`config.mk`:
```
export PLATFORM = sky130hd
export DESIGN_NAME = sbc_link
export DESIGN_NICKNAME = d
export VERILOG_FILES = /design/src/sbc_sync3.v /design/src/sbc_link.v
export VERILOG_INCLUDE_DIRS = /design/src
export SDC_FILE = /design/constraint.sdc
export NUM_CORES = 1
export LEC_CHECK = 0
export BUFFER_PORTS_ARGS = -buffer_cell sky130_fd_sc_hd__buf_2
export CAP_MARGIN = 40
export CELL_PAD_IN_SITES_DETAIL_PLACEMENT = 1
export CELL_PAD_IN_SITES_GLOBAL_PLACEMENT = 2
export CORE_UTILIZATION = 38
export DETAILED_ROUTE_END_ITERATION = 6
export HOLD_SLACK_MARGIN = 0.15
export PLACE_DENSITY = 0.77
export RECOVER_POWER = 50
export SYNTH_ARGS = -nofsm -noshare
export SYNTH_HDL_FRONTEND = slang
export SYNTH_HIERARCHICAL = 1
export SYNTH_SLANG_ARGS = --single-unit
```
`constraint.sdc`:
```
create_clock -name clk_sys_i -period 2.9 [get_ports clk_sys_i]
set_input_delay 0.145 -clock clk_sys_i [delete_from_list [all_inputs] [get_ports clk_sys_i]]
set_output_delay 0.145 -clock clk_sys_i [all_outputs]
set_load 0.05 [all_outputs]
```
`src/sbc_regs.vh`:
```
// Purpose: shared constants of the host link and bus pin control block
// Assumes: a 250 MHz system clock
// Notes:   times are given in their own unit, cycle counts are derived from them
`ifndef SBC_REGS_VH
`define SBC_REGS_VH

// system clock rate
`define SBC_CLK_MHZ          250

// frame length in serial clock bits
`define SBC_FRAME_BITS       4'h8

// command byte layout: [7:5] target, [4:0] data
`define SBC_CMD_TGT_MSB      7
`define SBC_CMD_TGT_LSB      5
`define SBC_TGT_MODE         3'h0
`define SBC_TGT_HIGH_SIDE    3'h1
`define SBC_TGT_LOW_SIDE     3'h2
`define SBC_TGT_MUX          3'h3
`define SBC_TGT_STATUS_READ  3'h4

// mode request codes in data[1:0] of a mode command
`define SBC_REQ_NORMAL       2'h0
`define SBC_REQ_STOP         2'h1
`define SBC_REQ_SLEEP        2'h2

// high side control data bits
`define SBC_HS_ON_BIT        0
`define SBC_HS_PWM_BIT       1
// low side control data bits
`define SBC_LS1_ON_BIT       0
`define SBC_LS2_ON_BIT       1
`define SBC_LS_PWM_BIT       2

// status byte bit positions; mode code sits in [7:5]
`define SBC_ST_CS_WAKE       0
`define SBC_ST_BUS_WAKE      1
`define SBC_ST_TXD_DOM       2
`define SBC_ST_FAULT         3

// reset values
`define SBC_MUX_RST          2'h0
`define SBC_FLAGS_RST        4'h0

// timing: figures in their own unit
`define SBC_RST_DEGLITCH_NS  600
`define SBC_STOP_WAKE_NS     13000
`define SBC_BUS_DEGLITCH_US  70
`define SBC_CS_HOLDOFF_US    90
`define SBC_RST_PULSE_US     1000
`define SBC_TXD_DOM_MS       1000

// timing: derived cycle counts
`define SBC_RST_DEGLITCH_CYC (`SBC_RST_DEGLITCH_NS * `SBC_CLK_MHZ / 1000)
`define SBC_STOP_WAKE_CYC    (`SBC_STOP_WAKE_NS * `SBC_CLK_MHZ / 1000)
`define SBC_BUS_DEGLITCH_CYC (`SBC_BUS_DEGLITCH_US * `SBC_CLK_MHZ)
`define SBC_CS_HOLDOFF_CYC   (`SBC_CS_HOLDOFF_US * `SBC_CLK_MHZ)
`define SBC_RST_PULSE_CYC    (`SBC_RST_PULSE_US * `SBC_CLK_MHZ)
`define SBC_TXD_DOM_CYC      (`SBC_TXD_DOM_MS * `SBC_CLK_MHZ * 1000)

`endif

```
`src/sbc_sync3.v`:
```
// Purpose: three-stage synchroniser with agreement filter for one pin
// Assumes: the pin is asynchronous to clk_sys_i
// Notes:   the output moves only once stages two and three agree
`timescale 1ns/1ns
module sbc_sync3 #(
	parameter RST_VAL = 1'b1
) (
	// clock and control
	input  wire clk_sys_i,
	input  wire sys_rst_i,
	input  wire ce_i,
	// pin and result
	input  wire pin_i,
	output reg  level_o
);
	reg s1_reg;
	reg s2_reg;
	reg s3_reg;

	// first stage feeds only the second, the filter looks at two and three
	always @(posedge clk_sys_i) begin
		if (sys_rst_i) begin
			s1_reg  <= RST_VAL;
			s2_reg  <= RST_VAL;
			s3_reg  <= RST_VAL;
			level_o <= RST_VAL;
		end else if (ce_i) begin
			s1_reg <= pin_i;
			s2_reg <= s1_reg;
			s3_reg <= s2_reg;
			if (s2_reg == s3_reg) begin
				level_o <= s3_reg;
			end
		end
	end
endmodule

```
`src/sbc_link.v`:
```
// Purpose: host serial link, bus pin logic, switch gating, reset and interrupt pins
// Assumes: 250 MHz clk_sys_i, serial clock well below a quarter of it
// Notes:   all pins are oversampled; no state moves while ce_i is low
// Operation
// - mosi taken on serial clock rise, miso changed on serial clock fall
// - miso output enable only while chip select is low
// - frame latched and executed at the chip select rising edge
// - a valid frame holds exactly eight bits
// - chip select rising edge in stop mode raises a wake-up
// - receive output low while bus dominant, high while recessive
// - bus dominant when transmit input low, recessive when high or floating
// - transmitter works only in normal and normal request modes
// - transmit input dominant for one second flags permanent dominant
// - bus wake in sleep needs dominant through 70 us filter, in stop any dominant level starts the wake
// - bus wake in stop pulls interrupt low 9 to 17 us later
// - pulse gate input drives switches only in normal request or normal
// - pulse gating stays off until a switch control write enables it
// - reset pin two-way active low; release leads to normal request
// - interrupt signals events in active modes and wake from stop
// - in active modes the interrupt clears only after a status read over the link
// - mux select routes battery, wake one, wake two or temperature
// - stop entered within 5 us of the frame ending a stop command
// - reset input deglitched 600 ns before an external reset counts
`timescale 1ns/1ns
`include "sbc_regs.vh"
module sbc_link #(
	parameter BUS_DEGLITCH_CYC = `SBC_BUS_DEGLITCH_CYC,
	parameter CS_HOLDOFF_CYC   = `SBC_CS_HOLDOFF_CYC,
	parameter RST_PULSE_CYC    = `SBC_RST_PULSE_CYC,
	parameter TXD_DOM_CYC      = `SBC_TXD_DOM_CYC
) (
	// clock, reset, enable
	input  wire       clk_sys_i,
	input  wire       sys_rst_i,
	input  wire       ce_i,
	// serial host link
	input  wire       sclk_i,
	input  wire       cs_n_i,
	input  wire       mosi_i,
	output reg        miso_o,
	output reg        miso_oe_o,
	// single-wire bus and its logic pins
	input  wire       txd_i,
	output reg        rxd_o,
	input  wire       lin_bus_i,
	output reg        lin_bus_o,
	output reg        lin_bus_oe_o,
	// switches
	input  wire       pulse_gate_input_i,
	output reg        high_side_switch_o,
	output reg  [1:0] low_side_switch_o,
	// reset pin, open drain
	input  wire       rst_n_i,
	output reg        rst_n_o,
	output reg        rst_n_oe_o,
	// interrupt and events
	input  wire       fault_event_i,
	input  wire       internal_reset_req_i,
	output reg        irq_n_o,
	// analog mux and mode
	output reg  [1:0] analog_mux_output_sel_o,
	output reg  [2:0] mode_o
);
	// operating modes
	localparam [2:0] M_RESET  = 3'h0;
	localparam [2:0] M_NREQ   = 3'h1;
	localparam [2:0] M_NORMAL = 3'h2;
	localparam [2:0] M_STOP   = 3'h3;
	localparam [2:0] M_SLEEP  = 3'h4;
	localparam STOP_WAKE_CYC    = `SBC_STOP_WAKE_CYC;
	localparam RST_DEGLITCH_CYC = `SBC_RST_DEGLITCH_CYC;

	wire sclk_s;
	wire cs_n_s;
	wire mosi_s;
	wire txd_s;
	wire pwm_s;
	wire rst_n_s;
	wire bus_s;

	reg        sclk_d_reg;
	reg        cs_n_d_reg;
	reg  [2:0] mode_reg;
	reg  [7:0] shift_in_reg;
	reg  [7:0] shift_out_reg;
	reg  [3:0] bit_cnt_reg;
	reg  [3:0] flags_reg;
	reg  [3:0] snap_reg;
	reg        hs_on_reg;
	reg        hs_pwm_reg;
	reg  [1:0] ls_on_reg;
	reg        ls_pwm_reg;
	reg  [1:0] mux_reg;
	reg  [27:0] dom_cnt_reg;
	reg        dom_lock_reg;
	reg  [14:0] bus_cnt_reg;
	reg  [11:0] rep_cnt_reg;
	reg        rep_busy_reg;
	reg  [14:0] hold_cnt_reg;
	reg  [17:0] rst_cnt_reg;
	reg  [7:0] rstf_cnt_reg;
	reg        ext_rst_reg;

	wire sclk_rise = sclk_s & ~sclk_d_reg;
	wire sclk_fall = ~sclk_s & sclk_d_reg;
	wire cs_fall   = ~cs_n_s & cs_n_d_reg;
	wire cs_rise   = cs_n_s & ~cs_n_d_reg;
	wire frame_ok  = cs_rise && bit_cnt_reg == `SBC_FRAME_BITS && hold_cnt_reg == 15'h0000;
	wire [2:0] tgt = shift_in_reg[`SBC_CMD_TGT_MSB:`SBC_CMD_TGT_LSB];
	wire active    = mode_reg == M_NREQ || mode_reg == M_NORMAL;
	wire low_power = mode_reg == M_STOP || mode_reg == M_SLEEP;
	wire cs_wake   = cs_rise && mode_reg == M_STOP;
	wire bus_wake  = low_power && !bus_s &&
	                 bus_cnt_reg == BUS_DEGLITCH_CYC[14:0] - 15'h0001;
	wire dom_hit   = active && !txd_s && !dom_lock_reg &&
	                 dom_cnt_reg == TXD_DOM_CYC[27:0] - 28'h0000001;
	wire rep_done  = rep_busy_reg && rep_cnt_reg == STOP_WAKE_CYC[11:0] - 12'h001;
	wire rst_ext   = !rst_n_s && !rst_n_oe_o &&
	                 rstf_cnt_reg == RST_DEGLITCH_CYC[7:0] - 8'h01;
	wire status_rd = frame_ok && tgt == `SBC_TGT_STATUS_READ;
	reg  [3:0] flags_next;

	// pin synchronisers; the serial clock is just another sampled pin
	sbc_sync3 #(.RST_VAL(1'b0)) u_sync_sclk (.clk_sys_i(clk_sys_i), .sys_rst_i(sys_rst_i),
		.ce_i(ce_i), .pin_i(sclk_i), .level_o(sclk_s));
	sbc_sync3 #(.RST_VAL(1'b1)) u_sync_cs (.clk_sys_i(clk_sys_i), .sys_rst_i(sys_rst_i),
		.ce_i(ce_i), .pin_i(cs_n_i), .level_o(cs_n_s));
	sbc_sync3 #(.RST_VAL(1'b0)) u_sync_mosi (.clk_sys_i(clk_sys_i), .sys_rst_i(sys_rst_i),
		.ce_i(ce_i), .pin_i(mosi_i), .level_o(mosi_s));
	sbc_sync3 #(.RST_VAL(1'b1)) u_sync_txd (.clk_sys_i(clk_sys_i), .sys_rst_i(sys_rst_i),
		.ce_i(ce_i), .pin_i(txd_i), .level_o(txd_s));
	sbc_sync3 #(.RST_VAL(1'b0)) u_sync_pwm (.clk_sys_i(clk_sys_i), .sys_rst_i(sys_rst_i),
		.ce_i(ce_i), .pin_i(pulse_gate_input_i), .level_o(pwm_s));
	sbc_sync3 #(.RST_VAL(1'b1)) u_sync_rst (.clk_sys_i(clk_sys_i), .sys_rst_i(sys_rst_i),
		.ce_i(ce_i), .pin_i(rst_n_i), .level_o(rst_n_s));
	sbc_sync3 #(.RST_VAL(1'b1)) u_sync_bus (.clk_sys_i(clk_sys_i), .sys_rst_i(sys_rst_i),
		.ce_i(ce_i), .pin_i(lin_bus_i), .level_o(bus_s));

	// serial shifting; mosi on rise, miso on fall, bits counted saturating at 9
	always @(posedge clk_sys_i) begin
		if (sys_rst_i) begin
			sclk_d_reg    <= 1'b0;
			cs_n_d_reg    <= 1'b1;
			shift_in_reg  <= 8'h00;
			shift_out_reg <= 8'h00;
			bit_cnt_reg   <= 4'h0;
			snap_reg      <= 4'h0;
			miso_o        <= 1'b0;
			miso_oe_o     <= 1'b0;
		end else if (ce_i) begin
			sclk_d_reg <= sclk_s;
			cs_n_d_reg <= cs_n_s;
			miso_oe_o  <= ~cs_n_s;
			if (cs_fall) begin
				// status snapshot: only bits shown here may be cleared by the read
				snap_reg      <= flags_reg;
				shift_out_reg <= {mode_reg, 1'b0, flags_reg};
				miso_o        <= mode_reg[2];
				bit_cnt_reg   <= 4'h0;
			end else if (!cs_n_s) begin
				if (sclk_rise) begin
					shift_in_reg <= {shift_in_reg[6:0], mosi_s};
					if (bit_cnt_reg != 4'h9) begin
						bit_cnt_reg <= bit_cnt_reg + 4'h1;
					end
				end
				if (sclk_fall) begin
					shift_out_reg <= {shift_out_reg[6:0], 1'b0};
					miso_o        <= shift_out_reg[6];
				end
			end
		end
	end

	// status flags: a new event wins over the clear from a status read
	always @* begin
		flags_next = flags_reg;
		if (status_rd) begin
			flags_next = flags_reg & ~snap_reg;
		end
		if (cs_wake) begin
			flags_next[`SBC_ST_CS_WAKE] = 1'b1;
		end
		if (rep_done) begin
			flags_next[`SBC_ST_BUS_WAKE] = 1'b1;
		end
		if (dom_hit) begin
			flags_next[`SBC_ST_TXD_DOM] = 1'b1;
		end
		if (fault_event_i && active) begin
			flags_next[`SBC_ST_FAULT] = 1'b1;
		end
	end

	// mode sequencing and command execution; only whole frames are acted on
	always @(posedge clk_sys_i) begin
		if (sys_rst_i) begin
			mode_reg     <= M_RESET;
			flags_reg    <= `SBC_FLAGS_RST;
			hs_on_reg    <= 1'b0;
			hs_pwm_reg   <= 1'b0;
			ls_on_reg    <= 2'h0;
			ls_pwm_reg   <= 1'b0;
			mux_reg      <= `SBC_MUX_RST;
			rst_cnt_reg  <= 18'h00000;
			hold_cnt_reg <= 15'h0000;
		end else if (ce_i) begin
			flags_reg <= flags_next;
			if (hold_cnt_reg != 15'h0000) begin
				hold_cnt_reg <= hold_cnt_reg - 15'h0001;
			end
			case (mode_reg)
				M_RESET: begin
					// device holds the reset pin low for the pulse length
					if (rst_cnt_reg == RST_PULSE_CYC[17:0] - 18'h00001) begin
						rst_cnt_reg <= 18'h00000;
						mode_reg    <= M_NREQ;
					end else begin
						rst_cnt_reg <= rst_cnt_reg + 18'h00001;
					end
				end
				M_NREQ, M_NORMAL: begin
					if (internal_reset_req_i) begin
						mode_reg <= M_RESET;
					end else if (frame_ok) begin
						case (tgt)
							`SBC_TGT_MODE: begin
								case (shift_in_reg[1:0])
									`SBC_REQ_NORMAL: mode_reg <= M_NORMAL;
									`SBC_REQ_STOP:   mode_reg <= M_STOP;
									`SBC_REQ_SLEEP:  mode_reg <= M_SLEEP;
									default:         mode_reg <= mode_reg;
								endcase
							end
							`SBC_TGT_HIGH_SIDE: begin
								hs_on_reg  <= shift_in_reg[`SBC_HS_ON_BIT];
								hs_pwm_reg <= shift_in_reg[`SBC_HS_PWM_BIT];
							end
							`SBC_TGT_LOW_SIDE: begin
								ls_on_reg  <= {shift_in_reg[`SBC_LS2_ON_BIT],
								               shift_in_reg[`SBC_LS1_ON_BIT]};
								ls_pwm_reg <= shift_in_reg[`SBC_LS_PWM_BIT];
							end
							`SBC_TGT_MUX: begin
								mux_reg <= shift_in_reg[1:0];
							end
							default: begin
								mux_reg <= mux_reg;
							end
						endcase
					end
				end
				M_STOP: begin
					// chip select or a reported bus wake returns to normal request
					if (cs_wake) begin
						mode_reg     <= M_NREQ;
						hold_cnt_reg <= CS_HOLDOFF_CYC[14:0];
					end else if (rep_done) begin
						mode_reg <= M_NREQ;
					end
				end
				M_SLEEP: begin
					// supply is off in sleep, so a wake restarts through reset
					if (bus_wake) begin
						mode_reg <= M_RESET;
					end
				end
				default: begin
					mode_reg <= M_RESET;
				end
			endcase
			if (rst_ext) begin
				mode_reg <= M_NREQ;
			end
		end
	end

	// permanent dominant watch; locks the driver off until transmit goes high or the mode leaves the active modes
	always @(posedge clk_sys_i) begin
		if (sys_rst_i) begin
			dom_cnt_reg  <= 28'h0000000;
			dom_lock_reg <= 1'b0;
		end else if (ce_i) begin
			if (txd_s || !active) begin
				dom_cnt_reg  <= 28'h0000000;
				dom_lock_reg <= 1'b0;
			end else if (dom_hit) begin
				dom_lock_reg <= 1'b1;
			end else if (!dom_lock_reg) begin
				dom_cnt_reg <= dom_cnt_reg + 28'h0000001;
			end
		end
	end

	// bus wake filter and stop-mode report delay
	always @(posedge clk_sys_i) begin
		if (sys_rst_i) begin
			bus_cnt_reg  <= 15'h0000;
			rep_cnt_reg  <= 12'h000;
			rep_busy_reg <= 1'b0;
		end else if (ce_i) begin
			if (!low_power || bus_s || bus_wake) begin
				bus_cnt_reg <= 15'h0000;
			end else begin
				bus_cnt_reg <= bus_cnt_reg + 15'h0001;
			end
			// the report timer starts at the threshold crossing, not after the filter
			if (mode_reg != M_STOP || rep_done) begin
				rep_busy_reg <= 1'b0;
				rep_cnt_reg  <= 12'h000;
			end else if (rep_busy_reg) begin
				rep_cnt_reg <= rep_cnt_reg + 12'h001;
			end else if (!bus_s) begin
				rep_busy_reg <= 1'b1;
			end
		end
	end

	// reset pin: deglitch the input while not driving it ourselves
	always @(posedge clk_sys_i) begin
		if (sys_rst_i) begin
			rstf_cnt_reg <= 8'h00;
			ext_rst_reg  <= 1'b0;
		end else if (ce_i) begin
			if (rst_n_s || rst_n_oe_o) begin
				rstf_cnt_reg <= 8'h00;
				ext_rst_reg  <= 1'b0;
			end else if (rst_ext) begin
				ext_rst_reg <= 1'b1;
			end else if (!ext_rst_reg) begin
				rstf_cnt_reg <= rstf_cnt_reg + 8'h01;
			end
		end
	end

	// registered pin outputs
	always @(posedge clk_sys_i) begin
		if (sys_rst_i) begin
			rxd_o                   <= 1'b1;
			lin_bus_o               <= 1'b0;
			lin_bus_oe_o            <= 1'b0;
			high_side_switch_o      <= 1'b0;
			low_side_switch_o       <= 2'h0;
			rst_n_o                 <= 1'b0;
			rst_n_oe_o              <= 1'b1;
			irq_n_o                 <= 1'b1;
			analog_mux_output_sel_o <= `SBC_MUX_RST;
			mode_o                  <= M_RESET;
		end else if (ce_i) begin
			rxd_o        <= bus_s;
			// floating transmit reads high at the pin, hence recessive
			lin_bus_oe_o <= active && !txd_s && !dom_lock_reg;
			if (active) begin
				// gating is useful only up to the pin rate the master keeps to
				high_side_switch_o <= hs_pwm_reg ? (hs_on_reg & pwm_s) : hs_on_reg;
				low_side_switch_o  <= ls_pwm_reg ? (ls_on_reg & {2{pwm_s}})
				                                 : ls_on_reg;
			end else begin
				high_side_switch_o <= 1'b0;
				low_side_switch_o  <= 2'h0;
			end
			rst_n_oe_o <= mode_reg == M_RESET;
			// active modes report any flag, stop reports only the bus wake
			irq_n_o <= ~((active && flags_next != 4'h0) ||
			             (mode_reg == M_STOP && rep_done));
			analog_mux_output_sel_o <= mux_reg;
			mode_o                  <= mode_reg;
		end
	end
endmodule

```
### Word-level counts from Yosys, hierarchy flattened

Index checks and enable logic that the tools add are counted.
Widths: inputs -> output; s select.

| storage, ports and cells | value |
|---|---|
| register bits | 180 |
| bits of input ports | 12 |
| output and inout port bits | 16 |
| logic and storage cells | 231 |

| cells by class | value |
|---|---|
| add/subtract/negate cells | 7 |
| equality and inequality tests | 36 |
| multiplexer cells | 49 |
| bitwise logic cells | 15 |
| reductions and logical operators | 64 |

Operators with widths:

| operator | count |
|---|---|
| $mux 28 | 3 |
| $mux 15 | 4 |
| $add 28x1->28 const B | 1 |
| $eq 28x28->1 const B | 1 |
| $mux 12 | 2 |
| $mux 3 | 8 |
| $mux 8 | 3 |
| $reduce_and 2->1 | 12 |
| $mux 7 | 3 |
| $mux 4 | 5 |
| $add 18x1->18 const B | 1 |
| $eq 18x18->1 const B | 1 |
| $mux 18 | 1 |
| $mux 1 | 16 |
| $ne 4x4->1 const B | 4 |
| $add 15x1->15 const B | 1 |
| $eq 15x15->1 const B | 1 |
| $logic_and 1x1->1 | 15 |
| $logic_not 15->1 | 1 |
| $reduce_and 5->1 | 3 |
| $reduce_bool 15->1 | 1 |
| $sub 15x1->15 const B | 1 |
| $add 12x1->12 const B | 1 |
| $eq 12x12->1 const B | 1 |
| 33 further kinds | 81 |

### Depth between registers and ports, before layout

| depth | value |
|---|---|
| depth in word-level cells | 11 |
| depth in mapped cells | 8 |
| mapped depth without buffers | 8 |

### Modules after synthesis

The synthesis kept the hierarchy.

By module, submodules not included:

| module | times used | cells an instance | area an instance (um2) |
|---|---|---|---|
| sbc_link | 1 | 833 | 7,124.3 |
| sbc_sync3 (u_sync_bus ...) | 4 | 15 | 147.6 |
| sbc_sync3 (u_sync_mosi ...) | 3 | 16 | 171.4 |

### Least setup slack after synthesis

OpenSTA, ideal clock, no wires.

| timing | value |
|---|---|
| path type | register -> register |
| start point | register dom_cnt_reg[14] |
| end point | register dom_cnt_reg[4] |
| arrival | 1.961 ns |
| required time | 2.772 ns |
| slack | 0.811 ns |
| stages on the path, launching flop included | 7 |
| path buffers | 0 |
| period minus slack after synthesis | 2.089 ns |
| cells stage by stage | dfxtp_1 or4_1 or4_4 o311ai_4 a21oi_1 xnor2_1 nor2_1 |

| between the ends | value |
|---|---|
| word-level cells in the longest chain between the ends | 4 |

RTL lines:

| item | RTL line | RTL |
|---|---|---|
| start: declaration | sbc_link.v:94 | `reg [27:0] dom_cnt_reg;` |
| start signal: assignment | sbc_link.v:290 | `dom_cnt_reg <= dom_cnt_reg + 28'h0000001;` |
| $eq 28x28->1 | sbc_link.v:116 | `dom_cnt_reg == TXD_DOM_CYC[27:0] - 28'h0000001;` |
| $logic_and 1x1->1 | sbc_link.v:115 | `wire dom_hit = active && !txd_s && !dom_lock_reg &&` |
| $ne 2x1->1 (no line) | n/a |  |
| $reduce_and 3->1 (no line) | n/a |  |

Every way passes these cells.
A chain may end at the register's enable or synchronous reset.

==> summary.txt <==
Detailed routing
  • Vias per cell: between 5 and 6
  • DRC: 0
  • Detail Route Antenna Nets: 0
  • WL final: 19.7 mm
  • Wire per inst: about 16 um
  • Drt first pass iters: 4
  • DRT iter0 DRCs: between 200 and 250
  • Via count: approximately 6,600

Layout
  • Final core utilization: 0.441
  • Largest register FFs: 28
  • # nets final: ~1,000
  • Ratio of cells with drive above 1 in the final layout: 0.0807
  • Diodes inserted: 0
  • Area grow syn2layout: 13.3%

Timing
  • WHS: around 0.23 ns
  • Post-Route Setup TNS: 0 ns
  • Slew Viols, Final: 28
  • Max-Slew Margin vs Limit: -0.0702
  • Fmax achieved: roughly 0.37 GHz
  • Final WS setup: ~0.22 ns
  • Final setup violation count: 0
  • Fin. Hold Viols: 0
  • Period minus WS final: 2.68 ns
  • Worst Skew: roughly 0.018 ns
  • RSZ-0062 raised after global routing: no
  • Worst-margin pin slew: around 1.6 ns
  • Fin crit share: 0.924

Critical path
  • WP data arrival: 2.98 ns
  • Worst Setup End Kind: flop
  • Required time worst endpoint: 3.20 ns
  • Crit path max fanout: 27
  • Critical path class: in -> reg
  • CP Launch Type: input port

Clocking
  • Clock Root Buffer: clkbuf_16
  • TritonCTS clock tree: built
  • CTS Sinks: 180
  • Postcts setup bufs: 0
  • Reg clk slew, reported paths: ~0.07 ns
  • Htree depth: 4
  • Bufs on Longest Clock Path: 2
  • Num CTS Buffers: 17
  • Worst skew pair latency: 0.44 ns

Global routing
  • First-pass GRT wire length: around 33 mm
  • Initial antenna violation count: 0
  • Global-route usage over all layers: 0.187
  • Vias in the first global route: between 6,000 and 7,000
  • Largest net degree at the start of global routing: 32
  • GRT Residual Overflow: 0

Power
  • PD cells: 627 nW/um^2
  • Worst vdd ir: roughly 340 uV
  • Leakage power figure: about 3.3 nW

Synth
  • Ys flop type: dfxtp_1
  • Post-synth EDFFs: 0
  • Gate Count Post-Synth: 941
  • Seq cells post-synth: 180
  • Synth cell count leaders: dfxtp_1 (180), nor2_1 (167), a21oi_1 (66)
  • Yosys top cell area share: 0.438
  • Top cells by area, synth: dfxtp_1 (44%), nor2_1 (7.6%), mux2i_1 (4.7%)
  • Syn. warnings: 6
  • Mapped cell area: slightly above 8000 um^2
  • Post-synth cell types: 77
  • Most common cell in the netlist: dfxtp_1
  • Synth area leader: dfxtp_1
  • FFs w/ async S/R, synth: 0
  • Average size of a mapped cell: ~9 um^2
  • Seq/Total Area, Yosys: 0.438

Floorplan
  • Initial Util: 0.389
  • Die height: around 150 um
  • Io pins: 28
  • Die area: 22,200 um^2
  • FP Rows: 53
  • Die width: about 150 um
  • Total core area: 21,200 um^2

Placed design
  • HPWL after DPL: 13.9 mm
  • Port Buffers: 25
  • Post-Place Worst Slack: roughly 0.60 ns
  • GP Congestion: 0.732

Job
  • Max-cap violations: 1

Status
  • Status: finished, violations left
  • Failing checks: capacitance limit, slew limit

Min path
  • Worst hold path type: in -> reg
## cells in the final DEF (no fill, tap or decap), types with 14 or more instances in the layout
cell,synthesis,routed
o21ai_0,27,27
buf_4,2,15
inv_1,30,30
xnor2_1,34,34
nor2b_1,14,16
nand3_1,37,37
nor2_1,167,167
ha_1,14,14
a21oi_1,66,66
mux2i_1,39,39
xor2_1,32,32
nand2_1,56,56
clkbuf_1,21,17
clkbuf_16,0,17
dfxtp_1,180,180
nor3_1,18,18
nand4_1,21,21
## final timing paths
kind / from / end / slack [ns] / cells past startpoint
worst min register to register: u_sync_bus/s1_reg / u_sync_bus/s2_reg / 0.45 / 1
worst max register to register: u_sync_cs/level_o / flags_reg[3] / 0.29 / 7
worst min-delay path: internal_reset_req_i / mode_reg[1] / 0.23 / 5
worst max-delay path: ce_i / flags_reg[1] / 0.22 / 7
## report_power, final
group	switching [mW]	internal, mW	leakage (nW)
sequential	0.111	2.57	1.46
clock	1.14	1.24	0.296
combinational	0.463	0.314	1.55
## cells by family after synthesis
family                   count (synthesis)  synth area share
AND/OR/NAND/NOR                        412             0.257
flip-flops                             180             0.438
AO/OA/AOI/OAI                          162             0.128
XOR/XNOR                                67            0.0722
buffers and inverters                   66            0.0360
multiplexers                            39            0.0474
adder cells (fa/ha/maj)                 14            0.0213
other                                    1          0.000456
## cell type report
cell class                 instances  area, um^2
multi-input combinational        696        4320
clock buffer                      17         425
tap                              275         344
inverter                          30         113
sequential                       180        3600
clock inverter                    15         185
timing repair buffer              53         332
fill                            2487       11800
## routing by layer
| metal | global-route usage | vias up | part of all wire |
|---|---|---|---|
| met3 | 0.0413 | 11 | 0.022 |
| met1 | 0.248 | 3188 | 0.50 |
| met5 | 0 | - | 0 |
| li1 | - | 3352 | - |
| met4 | 0.0434 | 0 | 0.0093 |
| met2 | 0.308 | 46 | 0.47 |
## stage by stage
step	cell area, um^2	cells	total power [mW]
2_1_floorplan	8230	942	3.30
5_1_grt	9320	1266	6.12
4_1_cts	9380	1266	5.92
3_5_place_dp	8660	1224	3.52
6_report	9320	1266	5.84
3_3_place_gp	8660	1224	3.50
## worst max-delay path, cell delays in order
cell and delay [ns]:
clkbuf_1 1.13, inv_1 0.62, buf_4 0.37, nor2_1 0.19, nand4_1 0.17, o21ai_0 0.23, a21oi_1 0.09
## timing repair
action,in CTS,in global routing
endpoints found under the hold margin,20,0
resized for setup,0,0
hold buffers,10,0
(Power assumes the default switching activity.)
